--- src/slvm_pkg.sv ---
/*
  package of the supply monitor: register offsets, field positions,
  reset values and timing counts.
  assumes a 100 MHz pclk and an apb slave with 32-bit data.
*/
package slvm_pkg;
  // register byte offsets
  localparam logic [7:0] SLVM_CTRL_OFFS = 8'h00;
  localparam logic [7:0] SLVM_IRQC_OFFS = 8'h04;
  localparam logic [7:0] SLVM_GIE_OFFS = 8'h08;
  localparam logic [7:0] SLVM_TRIP_OFFS = 8'h0C;
  // control register fields
  localparam int SLVM_THR_LSB = 0;
  localparam int SLVM_BGEN_BIT = 3;
  localparam int SLVM_DETEN_BIT = 4;
  localparam int SLVM_FLAG_BIT = 5;
  localparam logic [7:0] SLVM_CTRL_RST = 8'h00;
  // irq_control_1 fields
  localparam int SLVM_IRQEN_BIT = 1;
  localparam int SLVM_IRQREQ_BIT = 5;
  localparam logic [7:0] SLVM_IRQC_RST = 8'h00;
  // trip levels in millivolts, one per threshold code
  localparam logic [15:0] SLVM_MV_0 = 16'd2000;
  localparam logic [15:0] SLVM_MV_1 = 16'd2200;
  localparam logic [15:0] SLVM_MV_2 = 16'd2400;
  localparam logic [15:0] SLVM_MV_3 = 16'd2700;
  localparam logic [15:0] SLVM_MV_4 = 16'd3000;
  localparam logic [15:0] SLVM_MV_5 = 16'd3300;
  localparam logic [15:0] SLVM_MV_6 = 16'd3600;
  localparam logic [15:0] SLVM_MV_7 = 16'd4000;
  // timing
  localparam int SLVM_CLK_MHZ = 100;
  localparam int SLVM_IRQ_DELAY_US = 15;
  localparam int SLVM_IRQ_DELAY_CYC = SLVM_IRQ_DELAY_US * SLVM_CLK_MHZ;
  localparam int SLVM_CNT_W = 12;

  // trip level in millivolts for a threshold code
  function automatic logic [15:0] slvm_trip_mv(input logic [2:0] code);
    case (code)
      3'h0: slvm_trip_mv = SLVM_MV_0;
      3'h1: slvm_trip_mv = SLVM_MV_1;
      3'h2: slvm_trip_mv = SLVM_MV_2;
      3'h3: slvm_trip_mv = SLVM_MV_3;
      3'h4: slvm_trip_mv = SLVM_MV_4;
      3'h5: slvm_trip_mv = SLVM_MV_5;
      3'h6: slvm_trip_mv = SLVM_MV_6;
      default: slvm_trip_mv = SLVM_MV_7;
    endcase
  endfunction
endpackage

--- src/slvm_top.sv ---
/*
  supply low voltage monitor: apb registers, detector and bandgap enables,
  synchronised low flag and qualified interrupt request with idle wake.
  assumes an external comparator that is high while the supply is below
  the trip level it is given, and a core that reports its sleep state.
*/
`timescale 1ns/10ps

// Contract
// - low flag bit 5 follows the comparator
// - detector_enable bit 4 powers the detector
// - bits 7:6 read zero, flag read-only
// - bandgap on for buffer, detector or reset
// - detector forced off while asleep
// - flag may toggle near the threshold
// - request set after irq delay elapses
// - set request raises interrupt to core
// - request wakes device from idle
// - request gated by its enable bit
// - request held in irq_control_1 bit 5
// - enable held in irq_control_1 bit 1
// - global enable off blocks the interrupt
module slvm_top (
  // apb
  input wire logic pclk,
  input wire logic presetn,
  input wire logic psel,
  input wire logic penable,
  input wire logic pwrite,
  input wire logic [7:0] paddr,
  input wire logic [31:0] pwdata,
  output logic [31:0] prdata,
  output logic pready,
  output logic pslverr,
  // analog and power
  input wire logic comp_low,
  input wire logic sleep_state,
  input wire logic idle_state,
  input wire logic low_voltage_reset_en,
  output logic detector_on,
  output logic bandgap_on,
  output logic [2:0] threshold_level,
  // interrupt
  output logic supply_irq,
  output logic idle_wake
);
  import slvm_pkg::*;

  typedef struct packed {
    logic [2:0] thr;
    logic bgen;
    logic deten;
    logic flag;
    logic irq_req;
    logic irq_en;
    logic gie;
    logic [31:0] rdata;
    logic ready;
    logic err;
    logic det_on;
    logic bg_on;
    logic irq;
    logic wake;
  } slvm_top_type;
  slvm_top_type st_q, st_d;

  logic comp_sync;
  logic delay_done;
  logic access;
  logic wr;

  slvm_sync u_sync (
    .pclk(pclk),
    .presetn(presetn),
    .async_in(comp_low),
    .sync_out(comp_sync)
  );

  slvm_delay u_delay (
    .pclk(pclk),
    .presetn(presetn),
    .flag(st_q.flag),
    .expired(delay_done)
  );

  assign access = psel && penable && !st_q.ready;
  assign wr = access && pwrite;

  always_comb begin
    st_d = st_q;
    st_d.ready = access;
    st_d.err = 1'b0;
    st_d.det_on = st_q.deten && !sleep_state;
    st_d.bg_on = st_q.bgen || (st_q.deten && !sleep_state) || low_voltage_reset_en;
    st_d.flag = st_q.det_on && comp_sync;
    // register writes
    if (wr) begin
      case (paddr)
        SLVM_CTRL_OFFS: begin
          st_d.thr = pwdata[SLVM_THR_LSB +: 3];
          st_d.bgen = pwdata[SLVM_BGEN_BIT];
          st_d.deten = pwdata[SLVM_DETEN_BIT];
        end
        SLVM_IRQC_OFFS: begin
          st_d.irq_req = pwdata[SLVM_IRQREQ_BIT];
          st_d.irq_en = pwdata[SLVM_IRQEN_BIT];
        end
        SLVM_GIE_OFFS: st_d.gie = pwdata[0];
        SLVM_TRIP_OFFS: st_d.err = 1'b1;
        default: st_d.err = 1'b1;
      endcase
    end else if (access) begin
      case (paddr)
        SLVM_CTRL_OFFS, SLVM_IRQC_OFFS, SLVM_GIE_OFFS, SLVM_TRIP_OFFS: st_d.err = 1'b0;
        default: st_d.err = 1'b1;
      endcase
    end
    // hardware set wins over a software clear
    if (delay_done) begin
      st_d.irq_req = 1'b1;
    end
    // read data
    st_d.rdata = '0;
    if (access && !pwrite) begin
      case (paddr)
        SLVM_CTRL_OFFS: st_d.rdata = {26'h0, st_q.flag, st_q.deten, st_q.bgen, st_q.thr};
        SLVM_IRQC_OFFS: st_d.rdata = {26'h0, st_q.irq_req, 3'h0, st_q.irq_en, 1'b0};
        SLVM_GIE_OFFS: st_d.rdata = {31'h0, st_q.gie};
        SLVM_TRIP_OFFS: st_d.rdata = {16'h0, slvm_trip_mv(st_q.thr)};
        default: st_d.rdata = '0;
      endcase
    end
    st_d.irq = st_q.irq_req && st_q.irq_en && st_q.gie;
    // wake only on a new request while idle
    st_d.wake = idle_state && (st_q.wake || (st_d.irq_req && !st_q.irq_req));
  end

  always_ff @(posedge pclk or negedge presetn) begin
    if (!presetn) begin
      st_q <= '0;
    end else begin
      st_q <= st_d;
    end
  end

  assign prdata = st_q.rdata;
  assign pready = st_q.ready;
  assign pslverr = st_q.err;
  assign detector_on = st_q.det_on;
  assign bandgap_on = st_q.bg_on;
  assign threshold_level = st_q.thr;
  assign supply_irq = st_q.irq;
  assign idle_wake = st_q.wake;

  property p_sleep_off;
    @(posedge pclk) disable iff (!presetn)
      sleep_state |=> !detector_on;
  endproperty
  a_sleep_off: assert property (p_sleep_off) else $error("detector on in sleep");

  property p_det_on;
    @(posedge pclk) disable iff (!presetn)
      (st_q.deten && !sleep_state) |=> detector_on;
  endproperty
  a_det_on: assert property (p_det_on) else $error("detector not on");

  property p_bandgap;
    @(posedge pclk) disable iff (!presetn)
      (st_q.bgen || low_voltage_reset_en) |=> bandgap_on;
  endproperty
  a_bandgap: assert property (p_bandgap) else $error("bandgap off");

  property p_flag;
    @(posedge pclk) disable iff (!presetn)
      st_q.flag |-> $past(detector_on) && $past(comp_sync);
  endproperty
  a_flag: assert property (p_flag) else $error("flag without cause");

  property p_delay;
    @(posedge pclk) disable iff (!presetn)
      $rose(st_q.irq_req) && !$past(wr) |-> $past(delay_done);
  endproperty
  a_delay: assert property (p_delay) else $error("request set early");

  property p_gie;
    @(posedge pclk) disable iff (!presetn)
      !st_q.gie |=> !supply_irq;
  endproperty
  a_gie: assert property (p_gie) else $error("irq with global off");

  property p_irq;
    @(posedge pclk) disable iff (!presetn)
      (st_q.irq_req && st_q.irq_en && st_q.gie) |=> supply_irq;
  endproperty
  a_irq: assert property (p_irq) else $error("irq missing");

  property p_wake;
    @(posedge pclk) disable iff (!presetn)
      (delay_done && !st_q.irq_req && idle_state) |=> idle_wake;
  endproperty
  a_wake: assert property (p_wake) else $error("no idle wake");

  property p_rsvd;
    @(posedge pclk) disable iff (!presetn)
      (pready && paddr != SLVM_TRIP_OFFS) |-> prdata[31:6] == 26'h0;
  endproperty
  a_rsvd: assert property (p_rsvd) else $error("reserved bits set");

  property p_thr_level;
    @(posedge pclk) disable iff (!presetn)
      (wr && paddr == SLVM_CTRL_OFFS) |=>
        threshold_level == $past(pwdata[SLVM_THR_LSB +: 3]);
  endproperty
  a_thr_level: assert property (p_thr_level) else $error("threshold not applied");

  property p_flag_low;
    @(posedge pclk) disable iff (!presetn)
      !detector_on |=> !st_q.flag;
  endproperty
  a_flag_low: assert property (p_flag_low) else $error("flag with detector off");

  property p_flag_set;
    @(posedge pclk) disable iff (!presetn)
      (detector_on && comp_sync) |=> st_q.flag;
  endproperty
  a_flag_set: assert property (p_flag_set) else $error("flag missed low supply");

  property p_det_off;
    @(posedge pclk) disable iff (!presetn)
      !st_q.deten |=> !detector_on;
  endproperty
  a_det_off: assert property (p_det_off) else $error("detector not off");

  property p_bg_det;
    @(posedge pclk) disable iff (!presetn)
      (st_q.deten && !sleep_state) |=> bandgap_on;
  endproperty
  a_bg_det: assert property (p_bg_det) else $error("bandgap off with detector");

  property p_req_hold;
    @(posedge pclk) disable iff (!presetn)
      (st_q.irq_req && !wr) |=> st_q.irq_req;
  endproperty
  a_req_hold: assert property (p_req_hold) else $error("request lost");

  property p_req_set;
    @(posedge pclk) disable iff (!presetn)
      delay_done |=> st_q.irq_req;
  endproperty
  a_req_set: assert property (p_req_set) else $error("request not set");

  property p_en_hold;
    @(posedge pclk) disable iff (!presetn)
      !wr |=> $stable(st_q.irq_en);
  endproperty
  a_en_hold: assert property (p_en_hold) else $error("enable changed alone");

  property p_irq_off;
    @(posedge pclk) disable iff (!presetn)
      !st_q.irq_en |=> !supply_irq;
  endproperty
  a_irq_off: assert property (p_irq_off) else $error("irq with enable off");

  property p_wake_idle;
    @(posedge pclk) disable iff (!presetn)
      !idle_state |=> !idle_wake;
  endproperty
  a_wake_idle: assert property (p_wake_idle) else $error("wake outside idle");

  property p_wake_preset;
    @(posedge pclk) disable iff (!presetn)
      (st_q.irq_req && !idle_wake) |=> !idle_wake;
  endproperty
  a_wake_preset: assert property (p_wake_preset) else $error("wake on old request");

  property p_sync;
    @(posedge pclk) disable iff (!presetn)
      $past(presetn, 2) |-> comp_sync == $past(comp_low, 2);
  endproperty
  a_sync: assert property (p_sync) else $error("synchroniser lag wrong");
endmodule // slvm_top

--- src/slvm_sync.sv ---
/*
  two-flop synchroniser for the comparator output.
  assumes an asynchronous input and an active-low async reset.
*/
`timescale 1ns/10ps
module slvm_sync (
  // clock and reset
  input wire logic pclk,
  input wire logic presetn,
  // data
  input wire logic async_in,
  output logic sync_out
);
  typedef struct packed {
    logic meta;
    logic sync;
  } slvm_sync_type;
  slvm_sync_type st_q, st_d;

  always_comb begin
    st_d.meta = async_in;
    st_d.sync = st_q.meta;
  end

  always_ff @(posedge pclk or negedge presetn) begin
    if (!presetn) begin
      st_q <= '0;
    end else begin
      st_q <= st_d;
    end
  end

  assign sync_out = st_q.sync;
endmodule // slvm_sync

--- src/slvm_delay.sv ---
/*
  irq delay timer: qualifies the low flag for a fixed count.
  assumes the flag is already synchronous to pclk.
*/
`timescale 1ns/10ps
module slvm_delay (
  // clock and reset
  input wire logic pclk,
  input wire logic presetn,
  // control
  input wire logic flag,
  output logic expired
);
  import slvm_pkg::*;
  typedef struct packed {
    logic [SLVM_CNT_W-1:0] cnt;
    logic done;
  } slvm_delay_type;
  slvm_delay_type st_q, st_d;

  always_comb begin
    st_d = st_q;
    st_d.done = 1'b0;
    if (!flag) begin
      st_d.cnt = '0;
    end else if (st_q.cnt == SLVM_CNT_W'(SLVM_IRQ_DELAY_CYC - 1)) begin
      st_d.done = 1'b1;
      st_d.cnt = SLVM_CNT_W'(SLVM_IRQ_DELAY_CYC);
    end else if (st_q.cnt < SLVM_CNT_W'(SLVM_IRQ_DELAY_CYC - 1)) begin
      st_d.cnt = st_q.cnt + 1'b1;
    end
  end

  always_ff @(posedge pclk or negedge presetn) begin
    if (!presetn) begin
      st_q <= '0;
    end else begin
      st_q <= st_d;
    end
  end

  assign expired = st_q.done;
endmodule // slvm_delay

--- config.mk ---
export PLATFORM = sky130hd
export DESIGN_NAME = slvm_top
export DESIGN_NICKNAME = d
export VERILOG_FILES = /design/src/slvm_pkg.sv /design/src/slvm_top.sv /design/src/slvm_sync.sv /design/src/slvm_delay.sv
export SDC_FILE = /design/constraint.sdc
export NUM_CORES = 1
export LEC_CHECK = 0
export BUFFER_PORTS_ARGS = -buffer_cell sky130_fd_sc_hd__buf_2
export CORE_ASPECT_RATIO = 1.75
export CORE_MARGIN = 2
export CORE_UTILIZATION = 38
export DETAILED_ROUTE_END_ITERATION = 8
export GPL_TIMING_DRIVEN = 0
export PLACE_DENSITY = 0.65
export SETUP_SLACK_MARGIN = 0.15
export SYNTH_ARGS = -nofsm -noshare
export SYNTH_HDL_FRONTEND = slang
export SYNTH_HIERARCHICAL = 1
export SYNTH_SLANG_ARGS = --single-unit
--- constraint.sdc ---
create_clock -name pclk -period 5.6 [get_ports pclk]
set_input_delay 1.12 -clock pclk [delete_from_list [all_inputs] [get_ports pclk]]
set_output_delay 1.12 -clock pclk [all_outputs]
set_load 0.01 [all_outputs]
==> impl_metrics.py <==
metrics = {
    "synth": {
        "synth_cell_type_count": 50,
        "synthArstFlopShare_pct": 100.0,
        "yosysSeqAreaShare_pct": 47.11,
        "ys_warn_count": 6,
        "synth_simple_gate_area_share_pct": 19.35,
        "synth_top_cell_by_area": "dfrtp_1",
        "syn_area_um2": 2231,
        "synth_top_area_share_pct": 47.11,
        "synthTopCellsByCount": "dfrtp_1, buf_4, nor2_1",
        "syn_area_per_cell_um2": 10.33,
        "synth_top_family_by_area": "simple AND/OR/NAND/NOR gates",
        "synth_edf_count": 0,
        "synthAdderAreaFrac_pct": 0.5609,
        "synth-seq-cells": 42,
        "synth_xor_area_share_pct": 1.570,
        "yosysMostFrequentCell": "dfrtp_1",
        "synth_compound_area_share_pct": 10.88,
        "synthCells": 216,
        "synth_area_leaders": "dfrtp_1, buf_4, nor2_1",
        "synth_mux_area_share_pct": 5.496,
        "synthFlopType": "dfrtp_1",
    },
    "clock_network": {
        "cts_resized": 0,
        "clock-sinks": 42,
        "insertion_delay_ns": 0.30,
        "root_buffer": "clkbuf_8",
        "cts_hold_buf": 0,
        "post_cts_buffers": 0,
        "h-tree-depth": 2,
        "cts_buffers": 5,
        "clockBufferDepth": 2,
        "clkSlewWorstSetupHoldPaths_ns": 0.08,
        "tritoncts": "yes",
    },
    "sta": {
        "whs_ns": 0.3631,
        "fin_ws_ns": 2.904,
        "report.final.slew_viol_count": 0,
        "slew_headroom_pct": 38.57,
        "fin_crit_ns": 2.696,
        "tns_ns": 0,
        "period_share_pct": 48.15,
        "timing.fmax_ghz": 0.3709,
        "tightest_slew_ns": 0.9214,
        "setup_violations": 0,
        "hold_viol": 0,
        "rsz0062_at_grt": "false",
        "fin_worst_skew_ns": 0.006623,
    },
    "setup_path": {
        "startpoint": "paddr[1]",
        "cp.arrival_ns": 2.88,
        "crit_path_end": "st_q[39]$_DFFE_PN0P_",
        "rr_worst_depth": 5,
        "r2r-start": "u_delay/st_q[1]$_DFFE_PN0P_",
        "cp_max_fo": 5,
        "rr_endpoint": "u_delay/st_q[9]$_DFFE_PN0P_",
        "cp.required_ns": 5.79,
        "r2r_slack_ns": 3.61,
        "crit_path_start_kind": "input pin",
        "worstSetupEndpointType": "register",
        "timing_worst_setup_path_type": "input pin to register",
    },
    "placement": {
        "preCtsSetupSlack_ns": 2.589,
        "dp_hpwl_um": 3486,
        "dp.cells": 354,
        "gp_congestion": 0.7638,
        "io_buffers": 41,
    },
    "floorplanning": {
        "core_region_area_um2": 5787,
        "ioPinCount": 90,
        "dieArea_um2": 6524,
        "start_util_pct": 38.55,
        "rows": 37,
        "die_w_um": 61.92,
        "die_h_um": 105.4,
    },
    "min_path": {
        "hold_class": "register to register",
    },
    "route": {
        "ant_nets": 0,
        "wl_um": 4504,
        "dr.pass1.iters": 4,
        "via_per_inst": 4.743,
        "wire_per_inst_um": 12.44,
        "first_iter_violations": 35,
        "vias": 1717,
        "detail_route.drc_violations": 0,
    },
    "pwr": {
        "power.density_nw_per_um2": 206.0,
        "leakage_uw": 0.001426,
        "peakVddDrop_v": 0.0001306,
    },
    "finish": {
        "seq_area_um2": 1051,
        "layout-drive-gt1-share_pct": 33.10,
        "synthToLayoutAreaGrowth_pct": 20.86,
        "multi_input_area_um2": 919.6,
        "num_antenna_cells": 0,
        "final_cells": 362,
        "nFillCells": 577,
        "utilization_pct": 46.59,
        "final_nets": 333,
    },
    "job": {
        "max_cap_violations": 0,
    },
    "global_route": {
        "grt.total_usage_pct": 15.55,
        "grt_pass1_vias": 1635,
        "grt_overflow": 0,
        "antenna_found_initial": 0,
        "grt_max_degree": 43,
        "grt_pass1_wl_um": 7493,
    },
    "run_status": {
        "status": "complete, no violations",
    },
}
[power by group]
group / total [uW] / switching, uW / internal, uW
sequential: 307 / 1.26 / 306
combinational: 45.8 / 25.2 / 20.5
clock: 203 / 103 / 99.5
[stage by stage]
stage	power [uW]	cell area, um2
floorplan	341.1	2302
global placement	358.3	2605
global route	576.5	2696
detailed placement	359.1	2605
finish	555.6	2696
CTS	562.7	2696
[cell type report]
cell class              count  share of cell area, %
multi-input cells         143                  34.11
clock inverters             1                 0.1856
plain buffers              45                  11.60
repair buffers             41                  7.610
well taps                  78                  3.619
inverters                   5                 0.6961
clock buffers               7                  3.202
flip-flops and latches     42                  38.98
[critical path: stages]
cell	delay, ns
buf_2	0.09
or4_4	0.52
or2_4	0.28
or4_4	0.55
mux2_4	0.31
[cell usage in the layout (no fill, tap or decap), drive strengths merged, types with 4 or more instances in the layout]
cell,synthesis,final
mux2,7,7
or4,6,6
and2,4,4
conb,1,20
o31ai,6,6
o21ai,6,6
nand2,9,9
nor2,16,16
mux2i,4,4
nor4,4,4
inv,5,5
or3,5,5
a21oi,12,12
nor2b,4,4
nand3,4,4
dfrtp,42,42
buf,38,79
clkbuf,7,14
[registers in the layout (all words and copies together) (netlist names), 3 cells and up]
signal	cells
st_q	6
prdata	12
threshold_level	3
u_delay/st_q	12
[worst min path at each step]
stage	start	to	slack (ns)	cells after the start
final	u_sync/st_d[0]$_DFF_PN0_	u_sync/sync_out$_DFF_PN0_	0.36	0
after global routing	u_sync/st_d[0]$_DFF_PN0_	u_sync/sync_out$_DFF_PN0_	0.38	0
after CTS	u_sync/st_d[0]$_DFF_PN0_	u_sync/sync_out$_DFF_PN0_	0.37	0
after detailed placement	u_sync/st_d[0]$_DFF_PN0_	u_sync/sync_out$_DFF_PN0_	0.35	0
after global placement	u_sync/st_d[0]$_DFF_PN0_	u_sync/sync_out$_DFF_PN0_	0.33	0
after floorplan	u_sync/st_d[0]$_DFF_PN0_	u_sync/sync_out$_DFF_PN0_	0.33	0
[kinds of logic after synthesis]
group | after synthesis
simple gates | 71
flops | 42
mux | 11
compound gates | 36
fa+ha+maj | 1
xor+xnor | 4
buf+inv | 50
other cells | 1
[layer usage]
layer	vias to the layer above	global-route usage [%]	wire length, um
met3	15	2.699	218
met2	64	26.02	2496
met1	800	17.94	1633
met4	0	8.207	155
met5	-	0	0
li1	838	-	-
Power figures use the tool's default switching activity.
